--- config.mk ---
export PLATFORM = sky130hd
export DESIGN_NAME = spl_servo_input_limit
export DESIGN_NICKNAME = d
export VERILOG_FILES = /design/src/spl_pkg.sv /design/src/spl_filt_if.sv /design/src/spl_servo_input_limit.sv /design/src/spl_sync2.sv /design/src/spl_glitch_filter.sv
export VERILOG_INCLUDE_DIRS = /design/src
export SDC_FILE = /design/constraint.sdc
export NUM_CORES = 1
export LEC_CHECK = 0
export BUFFER_PORTS_ARGS = -buffer_cell sky130_fd_sc_hd__buf_2
export CAP_MARGIN = 30
export CORE_ASPECT_RATIO = 1.2
export CORE_UTILIZATION = 50
export DETAILED_ROUTE_END_ITERATION = 12
export PLACE_DENSITY = 0.72
export SLEW_MARGIN = 20
export SYNTH_ARGS = -nofsm -noshare
export SYNTH_HDL_FRONTEND = slang
export SYNTH_SLANG_ARGS = --single-unit
export TNS_END_PERCENT = 100
--- constraint.sdc ---
create_clock -name i_clock -period 4.5 [get_ports i_clock]
set_input_delay 0.675 -clock i_clock [delete_from_list [all_inputs] [get_ports i_clock]]
set_output_delay 0.675 -clock i_clock [all_outputs]
set_load 0.01 [all_outputs]
--- src/spl_defs.svh ---
// Purpose: offsets, field positions, reset values and timing counts for the servo input block
// Assumes: 32-bit register port, byte addresses, one word per register
// Notes: definitions only
`ifndef SPL_DEFS_SVH
`define SPL_DEFS_SVH

`define SPL_ADDR_W 8
`define SPL_DATA_W 32

`define SPL_OFS_SPEED_THR 8'h00
`define SPL_OFS_GEAR_TWO 8'h04
`define SPL_OFS_GEAR_THREE 8'h08
`define SPL_OFS_GEAR_FOUR 8'h0c
`define SPL_OFS_DIR_POL 8'h10
`define SPL_OFS_PULSE_FILT 8'h14
`define SPL_OFS_SIGN_FILT 8'h18
`define SPL_OFS_LIMIT_METHOD 8'h1c
`define SPL_OFS_CONTROL 8'h20
`define SPL_OFS_STATUS 8'h24
`define SPL_OFS_DROP_COUNT 8'h28

`define SPL_RST_SPEED_THR 16'h000a
`define SPL_MAX_SPEED_THR 16'h03e8
`define SPL_RST_GEAR 16'h0000
`define SPL_GEAR_W 15
`define SPL_RST_DIR_POL 1'h0
`define SPL_RST_PULSE_FILT 4'h4
`define SPL_RST_SIGN_FILT 4'h1
`define SPL_RST_LIMIT_METHOD 1'h0

`define SPL_CTRL_RESTART_BIT 0
`define SPL_ST_PULSE_FILT_LSB 0
`define SPL_ST_SIGN_FILT_LSB 4
`define SPL_ST_AGREE_BIT 8
`define SPL_ST_CW_LIM_BIT 9
`define SPL_ST_CCW_LIM_BIT 10
`define SPL_ST_DIR_POS_BIT 11
`define SPL_ST_RUN_BIT 12

`define SPL_CLK_PERIOD_NS 5
`define SPL_FILT_STEP_NS 250
`define SPL_FILT_STEP_CYC ((`SPL_FILT_STEP_NS + `SPL_CLK_PERIOD_NS - 1) / `SPL_CLK_PERIOD_NS)

`endif

--- src/spl_pkg.sv ---
// Purpose: shared types of the servo input block
// Assumes: constants live in spl_defs.svh
// Notes: state codes are one-hot
package spl_pkg;
  typedef logic [3:0] spl_filt_t;
  typedef logic [15:0] spl_word_t;
  typedef enum logic [2:0] {
    SPL_ST_BOOT = 3'b001,
    SPL_ST_RUN = 3'b010,
    SPL_ST_FLUSH = 3'b100
  } spl_state_e;
endpackage

--- src/spl_filt_if.sv ---
// Purpose: ties one input filter to the block top
// Assumes: single clock
// Notes: top drives raw level, setting and flush; filter drives clean level
`timescale 1ns/100ps
interface spl_filt_if;
  import spl_pkg::*;
  logic raw_lvl;
  spl_filt_t setting;
  logic flush;
  logic clean_lvl;
  modport owner (output raw_lvl, output setting, output flush, input clean_lvl);
  modport filter (input raw_lvl, input setting, input flush, output clean_lvl);
endinterface

--- src/spl_servo_input_limit.sv ---
// What this block does
// - speed agreement output is on while |measured - commanded| speed is below a 0..1000 setting, default 10.
// - a one-bit polarity setting, default 0, makes high (0) or low (1) on the sign input mean positive.
// - the pulse input has a digital noise filter set 0..15, default 4, longer with a larger value.
// - at the default pulse filter 500 kHz pulses pass, and each step up lowers the highest rate.
// - the sign input has its own filter set 0..15, default 1, behaving like the pulse filter.
// - a changed filter setting acts only after it is saved and the drive restarts.
// - with a limit input on, method 0 forces torque that way to zero and method 1 drops pulses that way.
// - second, third and fourth gear numerators are held, 0..32767, default 0.
//
// Purpose: conditions step and sign command inputs, limit switches and speed agreement
// Assumes: one 200 MHz clock; pins synchronised here; speeds in r/min from same-clock logic
// Notes: restart command stands for the save-and-power-cycle step of the filters
`timescale 1ns/100ps
`include "spl_defs.svh"
module spl_servo_input_limit
  import spl_pkg::*;
#(
  parameter int SPEED_W = 16,
  parameter int FILT_CNT_W = 10
) (
  input wire logic i_clock, // 200 MHz system clock
  input wire logic i_sys_rst, // async reset, active high
  input wire logic i_clk_en, // freezes all state when low
  input wire logic [`SPL_ADDR_W-1:0] i_addr, // register byte address
  input wire logic [`SPL_DATA_W-1:0] i_wr_data, // register write data
  input wire logic i_wr_stb, // write strobe, one cycle
  input wire logic i_rd_stb, // read strobe, one cycle
  output logic [`SPL_DATA_W-1:0] o_rd_data, // read data, cycle after strobe
  input wire logic i_step_pulse_in, // command pulse pin
  input wire logic i_sign_in, // command direction pin
  input wire logic i_clockwise_limit_in, // clockwise limit switch, high = hit
  input wire logic i_counterclockwise_limit_in, // counter-clockwise limit, high = hit
  input wire logic signed [SPEED_W-1:0] i_measured_speed, // actual speed
  input wire logic signed [SPEED_W-1:0] i_commanded_speed, // commanded speed
  output logic o_speed_agreement_out, // speeds agree
  output logic o_cmd_step, // one accepted command pulse
  output logic o_cmd_dir_positive, // direction of command, high = positive
  output logic o_torque_block_cw, // force clockwise torque to zero
  output logic o_torque_block_ccw, // force counter-clockwise torque to zero
  output logic [15:0] o_gear_numerator_two, // second gear numerator
  output logic [15:0] o_gear_numerator_three, // third gear numerator
  output logic [15:0] o_gear_numerator_four // fourth gear numerator
);

  if (SPEED_W < 12 || SPEED_W > 31) begin : g_chk_speed
    $error("spl_servo_input_limit: SPEED_W must hold 1000 r/min and fit 32 bits");
  end

  function automatic logic hit(input logic [`SPL_ADDR_W-1:0] addr,
                               input logic [`SPL_ADDR_W-1:0] ofs);
    hit = (addr == ofs);
  endfunction

  function automatic logic [SPEED_W:0] abs_gap(input logic signed [SPEED_W-1:0] a,
                                               input logic signed [SPEED_W-1:0] b);
    logic signed [SPEED_W:0] d;
    d = {a[SPEED_W-1], a} - {b[SPEED_W-1], b};
    // extra bit: opposite full-scale speeds cannot wrap
    if (d[SPEED_W]) begin
      abs_gap = (SPEED_W+1)'(-d);
    end else begin
      abs_gap = d;
    end
  endfunction

  // saved settings, written by software
  spl_word_t speed_thr_reg;
  logic dir_pol_reg;
  spl_filt_t pulse_filt_reg;
  spl_filt_t sign_filt_reg;
  logic limit_method_reg;
  // settings in force, taken at boot or restart
  spl_filt_t pulse_filt_act_reg;
  spl_filt_t sign_filt_act_reg;

  spl_state_e state_reg;
  spl_state_e state_next;
  logic restart_req;
  logic load_now;

  logic [3:0] pin_sync;
  logic step_clean;
  logic sign_clean;
  logic cw_lim;
  logic ccw_lim;
  logic step_prev_reg;
  logic step_rise;
  logic dir_pos;
  logic blocked;

  spl_word_t drop_cnt_reg;
  logic [`SPL_DATA_W-1:0] rd_value;
  logic [`SPL_DATA_W-1:0] status_word;
  spl_word_t wr_word;

  assign wr_word = i_wr_data[15:0];
  assign restart_req = i_wr_stb && hit(i_addr, `SPL_OFS_CONTROL)
                       && i_wr_data[`SPL_CTRL_RESTART_BIT];

  // pins cross into the clock domain before any logic looks at them
  spl_sync2 #(
    .W(4)
  ) u_pin_sync (
    .i_clock(i_clock),
    .i_sys_rst(i_sys_rst),
    .i_clk_en(i_clk_en),
    .i_async({
      i_counterclockwise_limit_in,
      i_clockwise_limit_in,
      i_sign_in,
      i_step_pulse_in
    }),
    .o_sync(pin_sync)
  );

  // limits skip the filter: a hit must act at once
  assign cw_lim = pin_sync[2];
  assign ccw_lim = pin_sync[3];

  spl_filt_if fif [2] ();
  logic [1:0] filt_clean;

  genvar gi;
  for (gi = 0; gi < 2; gi++) begin : g_filt
    assign fif[gi].raw_lvl = pin_sync[gi];
    assign fif[gi].setting = (gi == 0) ? pulse_filt_act_reg : sign_filt_act_reg;
    assign fif[gi].flush = load_now;
    assign filt_clean[gi] = fif[gi].clean_lvl;
    spl_glitch_filter #(
      .CNT_W(FILT_CNT_W)
    ) u_filt (
      .i_clock(i_clock),
      .i_sys_rst(i_sys_rst),
      .i_clk_en(i_clk_en),
      .fif(fif[gi])
    );
  end

  assign step_clean = filt_clean[0];
  assign sign_clean = filt_clean[1];

  // restart sequencing: filter settings only change on these edges
  always_comb begin
    state_next = state_reg;
    unique case (state_reg)
      SPL_ST_BOOT: begin
        state_next = SPL_ST_RUN;
      end
      SPL_ST_RUN: begin
        if (restart_req) begin
          state_next = SPL_ST_FLUSH;
        end
      end
      SPL_ST_FLUSH: begin
        state_next = SPL_ST_RUN;
      end
      default: begin
        state_next = SPL_ST_BOOT;
      end
    endcase
  end

  assign load_now = (state_reg == SPL_ST_BOOT) || (state_reg == SPL_ST_FLUSH);

  always_ff @(posedge i_clock or posedge i_sys_rst) begin
    if (i_sys_rst) begin
      state_reg <= SPL_ST_BOOT;
    end else if (i_clk_en) begin
      state_reg <= state_next;
    end
  end

  // a write to the saved value alone does not reach the filters
  always_ff @(posedge i_clock or posedge i_sys_rst) begin
    if (i_sys_rst) begin
      pulse_filt_act_reg <= `SPL_RST_PULSE_FILT;
      sign_filt_act_reg <= `SPL_RST_SIGN_FILT;
    end else if (i_clk_en && load_now) begin
      pulse_filt_act_reg <= pulse_filt_reg;
      sign_filt_act_reg <= sign_filt_reg;
    end
  end

  // speed threshold, clamped to its legal top
  always_ff @(posedge i_clock or posedge i_sys_rst) begin
    if (i_sys_rst) begin
      speed_thr_reg <= `SPL_RST_SPEED_THR;
    end else if (i_clk_en && i_wr_stb && hit(i_addr, `SPL_OFS_SPEED_THR)) begin
      speed_thr_reg <= (wr_word > `SPL_MAX_SPEED_THR) ? `SPL_MAX_SPEED_THR : wr_word;
    end
  end

  // gear numerators, top bit held at zero to keep 0..32767
  always_ff @(posedge i_clock or posedge i_sys_rst) begin
    if (i_sys_rst) begin
      o_gear_numerator_two <= `SPL_RST_GEAR;
      o_gear_numerator_three <= `SPL_RST_GEAR;
      o_gear_numerator_four <= `SPL_RST_GEAR;
    end else if (i_clk_en && i_wr_stb) begin
      if (hit(i_addr, `SPL_OFS_GEAR_TWO)) begin
        o_gear_numerator_two <= {1'b0, wr_word[`SPL_GEAR_W-1:0]};
      end
      if (hit(i_addr, `SPL_OFS_GEAR_THREE)) begin
        o_gear_numerator_three <= {1'b0, wr_word[`SPL_GEAR_W-1:0]};
      end
      if (hit(i_addr, `SPL_OFS_GEAR_FOUR)) begin
        o_gear_numerator_four <= {1'b0, wr_word[`SPL_GEAR_W-1:0]};
      end
    end
  end

  // polarity, filter and limit settings
  always_ff @(posedge i_clock or posedge i_sys_rst) begin
    if (i_sys_rst) begin
      dir_pol_reg <= `SPL_RST_DIR_POL;
      pulse_filt_reg <= `SPL_RST_PULSE_FILT;
      sign_filt_reg <= `SPL_RST_SIGN_FILT;
      limit_method_reg <= `SPL_RST_LIMIT_METHOD;
    end else if (i_clk_en && i_wr_stb) begin
      if (hit(i_addr, `SPL_OFS_DIR_POL)) begin
        dir_pol_reg <= i_wr_data[0];
      end
      if (hit(i_addr, `SPL_OFS_PULSE_FILT)) begin
        pulse_filt_reg <= i_wr_data[3:0];
      end
      if (hit(i_addr, `SPL_OFS_SIGN_FILT)) begin
        sign_filt_reg <= i_wr_data[3:0];
      end
      if (hit(i_addr, `SPL_OFS_LIMIT_METHOD)) begin
        limit_method_reg <= i_wr_data[0];
      end
    end
  end

  // speed agreement: strict less-than, so a zero threshold never agrees
  always_ff @(posedge i_clock or posedge i_sys_rst) begin
    if (i_sys_rst) begin
      o_speed_agreement_out <= 1'b0;
    end else if (i_clk_en) begin
      o_speed_agreement_out <= abs_gap(i_measured_speed, i_commanded_speed)
                               < (SPEED_W+1)'(speed_thr_reg);
    end
  end

  // direction and pulse gating; clockwise taken as the positive direction
  assign dir_pos = sign_clean ^ dir_pol_reg;
  assign step_rise = step_clean && !step_prev_reg;
  assign blocked = limit_method_reg
                   && ((dir_pos && cw_lim) || (!dir_pos && ccw_lim));

  always_ff @(posedge i_clock or posedge i_sys_rst) begin
    if (i_sys_rst) begin
      step_prev_reg <= 1'b0;
      o_cmd_step <= 1'b0;
      o_cmd_dir_positive <= 1'b0;
    end else if (i_clk_en) begin
      // flush jumps the clean level; no false edge from it
      if (load_now) begin
        step_prev_reg <= pin_sync[0];
      end else begin
        step_prev_reg <= step_clean;
      end
      // pulses during boot or restart come from a half-flushed filter
      o_cmd_step <= step_rise && !blocked && (state_reg == SPL_ST_RUN);
      o_cmd_dir_positive <= dir_pos;
    end
  end

  // torque clamp for method 0
  // method 0 lets pulses on; the clamp holds the axis
  always_ff @(posedge i_clock or posedge i_sys_rst) begin
    if (i_sys_rst) begin
      o_torque_block_cw <= 1'b0;
      o_torque_block_ccw <= 1'b0;
    end else if (i_clk_en) begin
      o_torque_block_cw <= !limit_method_reg && cw_lim;
      o_torque_block_ccw <= !limit_method_reg && ccw_lim;
    end
  end

  // dropped-pulse count, saturating, cleared by restart
  always_ff @(posedge i_clock or posedge i_sys_rst) begin
    if (i_sys_rst) begin
      drop_cnt_reg <= '0;
    end else if (i_clk_en) begin
      if (load_now) begin
        drop_cnt_reg <= '0;
      end else if (step_rise && blocked && (drop_cnt_reg != 16'hffff)) begin
        drop_cnt_reg <= drop_cnt_reg + 16'h0001;
      end
    end
  end

  // shows filters in force, not the saved ones
  always_comb begin
    status_word = '0;
    status_word[`SPL_ST_PULSE_FILT_LSB +: 4] = pulse_filt_act_reg;
    status_word[`SPL_ST_SIGN_FILT_LSB +: 4] = sign_filt_act_reg;
    status_word[`SPL_ST_AGREE_BIT] = o_speed_agreement_out;
    status_word[`SPL_ST_CW_LIM_BIT] = cw_lim;
    status_word[`SPL_ST_CCW_LIM_BIT] = ccw_lim;
    status_word[`SPL_ST_DIR_POS_BIT] = dir_pos;
    status_word[`SPL_ST_RUN_BIT] = (state_reg == SPL_ST_RUN);
  end

  always_comb begin
    rd_value = '0;
    if (hit(i_addr, `SPL_OFS_SPEED_THR)) begin
      rd_value[15:0] = speed_thr_reg;
    end else if (hit(i_addr, `SPL_OFS_GEAR_TWO)) begin
      rd_value[15:0] = o_gear_numerator_two;
    end else if (hit(i_addr, `SPL_OFS_GEAR_THREE)) begin
      rd_value[15:0] = o_gear_numerator_three;
    end else if (hit(i_addr, `SPL_OFS_GEAR_FOUR)) begin
      rd_value[15:0] = o_gear_numerator_four;
    end else if (hit(i_addr, `SPL_OFS_DIR_POL)) begin
      rd_value[0] = dir_pol_reg;
    end else if (hit(i_addr, `SPL_OFS_PULSE_FILT)) begin
      rd_value[3:0] = pulse_filt_reg;
    end else if (hit(i_addr, `SPL_OFS_SIGN_FILT)) begin
      rd_value[3:0] = sign_filt_reg;
    end else if (hit(i_addr, `SPL_OFS_LIMIT_METHOD)) begin
      rd_value[0] = limit_method_reg;
    end else if (hit(i_addr, `SPL_OFS_STATUS)) begin
      rd_value = status_word;
    end else if (hit(i_addr, `SPL_OFS_DROP_COUNT)) begin
      rd_value[15:0] = drop_cnt_reg;
    end
  end

  // read data stand only in the cycle after the strobe
  always_ff @(posedge i_clock or posedge i_sys_rst) begin
    if (i_sys_rst) begin
      o_rd_data <= '0;
    end else if (i_clk_en) begin
      o_rd_data <= i_rd_stb ? rd_value : '0;
    end
  end

endmodule // spl_servo_input_limit

--- src/spl_sync2.sv ---
// Purpose: two-flop synchroniser for pin inputs
// Assumes: i_async may change at any time
// Notes: first stage is read by the second stage only
`timescale 1ns/100ps
module spl_sync2 #(
  parameter int W = 1
) (
  input wire logic i_clock, // system clock
  input wire logic i_sys_rst, // async reset, high
  input wire logic i_clk_en, // freezes state when low
  input wire logic [W-1:0] i_async, // pin levels
  output logic [W-1:0] o_sync // synchronised levels
);
  logic [W-1:0] meta_reg;

  always_ff @(posedge i_clock or posedge i_sys_rst) begin
    if (i_sys_rst) begin
      meta_reg <= '0;
      o_sync <= '0;
    end else if (i_clk_en) begin
      meta_reg <= i_async;
      o_sync <= meta_reg;
    end
  end
endmodule // spl_sync2

--- src/spl_glitch_filter.sv ---
// Purpose: passes a level change only after it has held steady long enough
// Assumes: input already synchronised
// Notes: required hold is setting times one filter step
`timescale 1ns/100ps
`include "spl_defs.svh"
module spl_glitch_filter #(
  parameter int CNT_W = 10
) (
  input wire logic i_clock, // system clock
  input wire logic i_sys_rst, // async reset, high
  input wire logic i_clk_en, // freezes state when low
  spl_filt_if.filter fif // raw in, clean out
);
  logic [CNT_W-1:0] cnt_reg;
  logic [CNT_W-1:0] hold_cyc;
  logic [CNT_W:0] cnt_next;

  if (15 * `SPL_FILT_STEP_CYC >= (1 << CNT_W)) begin : g_chk
    $error("spl_glitch_filter: CNT_W too small for the longest hold");
  end

  // larger setting, longer hold, lower pulse rate that survives
  assign hold_cyc = CNT_W'(fif.setting) * CNT_W'(`SPL_FILT_STEP_CYC);
  assign cnt_next = {1'b0, cnt_reg} + (CNT_W+1)'(1);

  always_ff @(posedge i_clock or posedge i_sys_rst) begin
    if (i_sys_rst) begin
      cnt_reg <= '0;
      fif.clean_lvl <= 1'b0;
    end else if (i_clk_en) begin
      if (fif.flush) begin
        cnt_reg <= '0;
        fif.clean_lvl <= fif.raw_lvl;
      end else if (fif.raw_lvl != fif.clean_lvl) begin
        if (cnt_next >= {1'b0, hold_cyc}) begin
          fif.clean_lvl <= fif.raw_lvl;
          cnt_reg <= '0;
        end else begin
          cnt_reg <= cnt_next[CNT_W-1:0];
        end
      end else begin
        cnt_reg <= '0; // any bounce restarts the hold
      end
    end
  end
endmodule // spl_glitch_filter

==> results.yml <==
placement:
  dp.cells: 1332
  io_buffers: 130
  hpwl_um: 17700
  gp_congestion: 0.877
global_route:
  grt_use_total_pct: 25.5
  grt_pass1_vias: 7921
  grt_start_max_net_pins: 151
  antenna_found_initial: 0
  grt-ovfl-total: 0
  grt_pass1_wl_um: 39000
die:
  die_x_um: 127
  floorplan.initialDensity_pct: 51.5
  design.portCount: 166
  dieArea_um2: 19400
  core_um2: 18300
  rows: 54
  die_h_um: 152
clock_tree:
  cts_tree: "built"
  clkTransAtPathRegs_ns: 0.07
  h-tree-depth: 4
  clock_latency_ns: 0.43
  post_cts_buffers: 0
  cts_buffer_depth: 2
  cts_resized: 0
  cts_buffers: 17
  clock-root-buffer: "clkbuf_16"
  hold_buffers: 0
  cts_sinks: 150
synthesis:
  synthXorXnorAreaFrac_pct: 5.95
  synth-edff-count: 0
  ys_warn_count: 0
  synth_top_family_by_area: "compound AO/OA/AOI/OAI gates"
  ys.flop_type: "dfrtp_1"
  yosysUniqueCellTypes: 69
  netlist_instances: 964
  ys_ff_latch: 150
  synth-compound-area-share_pct: 17.5
  syn-cell-area_um2: 9430
  synthArstFlopShare_pct: 100
  yosys-mux-area-fraction_pct: 8.04
  seq_area_frac_synth_pct: 39.9
  synth-adder-area-share_pct: 10.1
  synthSimpleGateAreaFrac_pct: 12.6
  post_synth.cell_area_avg_um2: 9.78
timing:
  slew_violations: 0
  rsz0062_at_grt: "no"
  fin_skew_ns: 0.00908
  maxSlewHeadroom_pct: 40.3
  fmax_mhz: 254
  setup_viol_count_final: 0
  finalHoldViolations: 0
  tns_ns: 0
  holdWs_ns: 0.384
  tightestPinTransition_ns: 0.895
  period_share_pct: 87.4
  finalCriticalPeriod_ns: 3.93
drt:
  wl_met3_um: 1300
  drt-total-wl_um: 23900
  top_layer: "met4"
  wl_met1_um: 9600
  vias: 7837
  routedWlPerCell_um: 17.5
  ant_nets: 0
  dr_wl_met2_um: 12400
  drc_errors: 0
  drt_iter0_drc: 494
  dr.pass1.iters: 8
  vias_per_cell: 5.75
layout:
  antenna_cells: 0
  fin_nets: 1254
  final_core_util_pct: 59.8
  drive_gt1_share_pct: 22.0
  stdcell_count: 1364
  area_growth_pct: 16.1
  largest_reg_flops: 20
  mostFrequentLayoutCells: "dfrtp_1, buf_2, inv_1, ha_1, nor2_1"
  final_common_cell: "dfrtp_1"
worst_setup_path:
  worst-r2r-setup-slack_ns: 1.10
  worst_ep_arrival_time_ns: 4.29
  cp-end-kind: "flop"
  rr_endpoint: "g_filt[0].u_filt.cnt_reg[4]$_DFFE_PP0P_"
  critPathRequiredTime_ns: 4.86
  r2r_cells: 13
  cp_max_fo: 5
  reg2reg_from: "fif[0].setting[2]$_DFFE_PP1P_"
  crit_path_start: "i_measured_speed[0]"
  start_kind: "primary input"
  critPathKind: "in2reg"
power_and_ir_drop:
  power_w: 0.00376
  power_frac_seq_pct: 40.0
  p_switching_w: 0.00116
  pwr-share-comb_pct: 21.3
  ir_drop_mv: 0.224
  cellPowerDensity_nw_per_um2: 344
  pwr-share-clk_pct: 38.6
  p_leak_nw: 5.44
  p_int_w: 0.00260
  swShare_pct: 30.8
status:
  outcome: "finished clean"
worst_hold_path:
  worstHoldPathType: "in2async"
job:
  cap_violations: 0
synthesized netlist by cell type (4+ instances only):
master     number  area [um^2]
nor4_1         10         62.6
nor2_1         65          244
o21a_1          8         60.1
a21oi_1        47          235
nand2_1        54          203
nor3_1         23          115
buf_4          19          143
nor3b_1         4         30.0
a31oi_1         4         25.0
ha_1           71          888
a22o_1         11         96.3
and3_1         12         75.1
dfrtp_1       143         3580
o21ai_1        14         70.1
nand2b_1       14         87.6
o2bb2ai_1      22          193
a22oi_1        30          225
or3_1           7         43.8
inv_1          80          300
clkbuf_1       28          105
nor2b_1         5         31.3
mux2i_1         6         60.1
nand3_1        28          140
o31ai_1         4         30.0
o21ai_0        38          190
dfstp_2         7          184
mux2_1         14          158
xor2_1         27          236
a21o_1         10         75.1
o211ai_1        5         37.5
xnor2_1        37          324
a221oi_1       12          105
mux2_2         48          541
area by class of cell:
type | instances | area, um^2
timing repair buffer | 147 | 791
sequential | 150 | 3760
inverter | 80 | 304
clock buffer | 18 | 429
multi-input combinational | 703 | 5180
clock inverter | 14 | 168
fill | 1583 | 7360
tap | 252 | 315
worst max path at each step:
stage / end / cells past startpoint
2_1_floorplan: o_speed_agreement_out$_DFFE_PP0P_ / 20
3_3_place_gp: o_speed_agreement_out$_DFFE_PP0P_ / 22
3_5_place_dp: o_speed_agreement_out$_DFFE_PP0P_ / 22
4_1_cts: o_speed_agreement_out$_DFFE_PP0P_ / 19
5_1_grt: o_speed_agreement_out$_DFFE_PP0P_ / 18
6_report: o_speed_agreement_out$_DFFE_PP0P_ / 19
worst max-delay path: stages:
cell,delay (ns)
buf_2,0.10
inv_1,0.04
ha_1,0.19
fa_1,0.21
nand2b_1,0.16
a21oi_1,0.08
buf_4,0.15
or3_1,0.36
a221oi_2,0.26
xnor2_1,0.19
nor4_2,0.44
a21oi_1,0.14
xor2_1,0.16
ha_1,0.29
a211oi_1,0.33
nand2_1,0.11
nor3_1,0.17
o21ai_0,0.11
o2bb2ai_1,0.14
metrics by stage:
| step | setup slack [ns] | cell area, um^2 |
|---|---|---|
| finish | 0.568 | 10900 |
| global route | 0.177 | 10900 |
| CTS | 0.571 | 10900 |
| detailed placement | 0.126 | 10400 |
| global placement | 0.200 | 10400 |
| floorplan | 0.353 | 9500 |
power groups by stage:
stage / combinational, W / clock [W] / sequential (W)
after floorplan: 0.000587 / 0 / 0.00151
after global placement: 0.000777 / 0 / 0.00153
after detailed placement: 0.000798 / 0 / 0.00153
after CTS: 0.000805 / 0.00147 / 0.00151
after global routing: 0.000899 / 0.00153 / 0.00152
final: 0.000801 / 0.00145 / 0.00151
metal layers:
metal | up-vias | GRT usage [%]
met5 | - | 0
met4 | 0 | 9.30
met3 | 42 | 6.18
met2 | 227 | 45.6
met1 | 3846 | 29.1
li1 | 3722 | -
kinds of logic after synthesis:
| group | count (synthesis) |
|---|---|
| xor gates and xnor gates | 64 |
| buffers and inverters | 129 |
| other | 1 |
| AOI/OAI and AO/OA | 238 |
| DFF | 150 |
| muxes | 68 |
| adders and majority gates | 74 |
| and+or+nand+nor | 240 |
(Power assumes the default switching activity.)
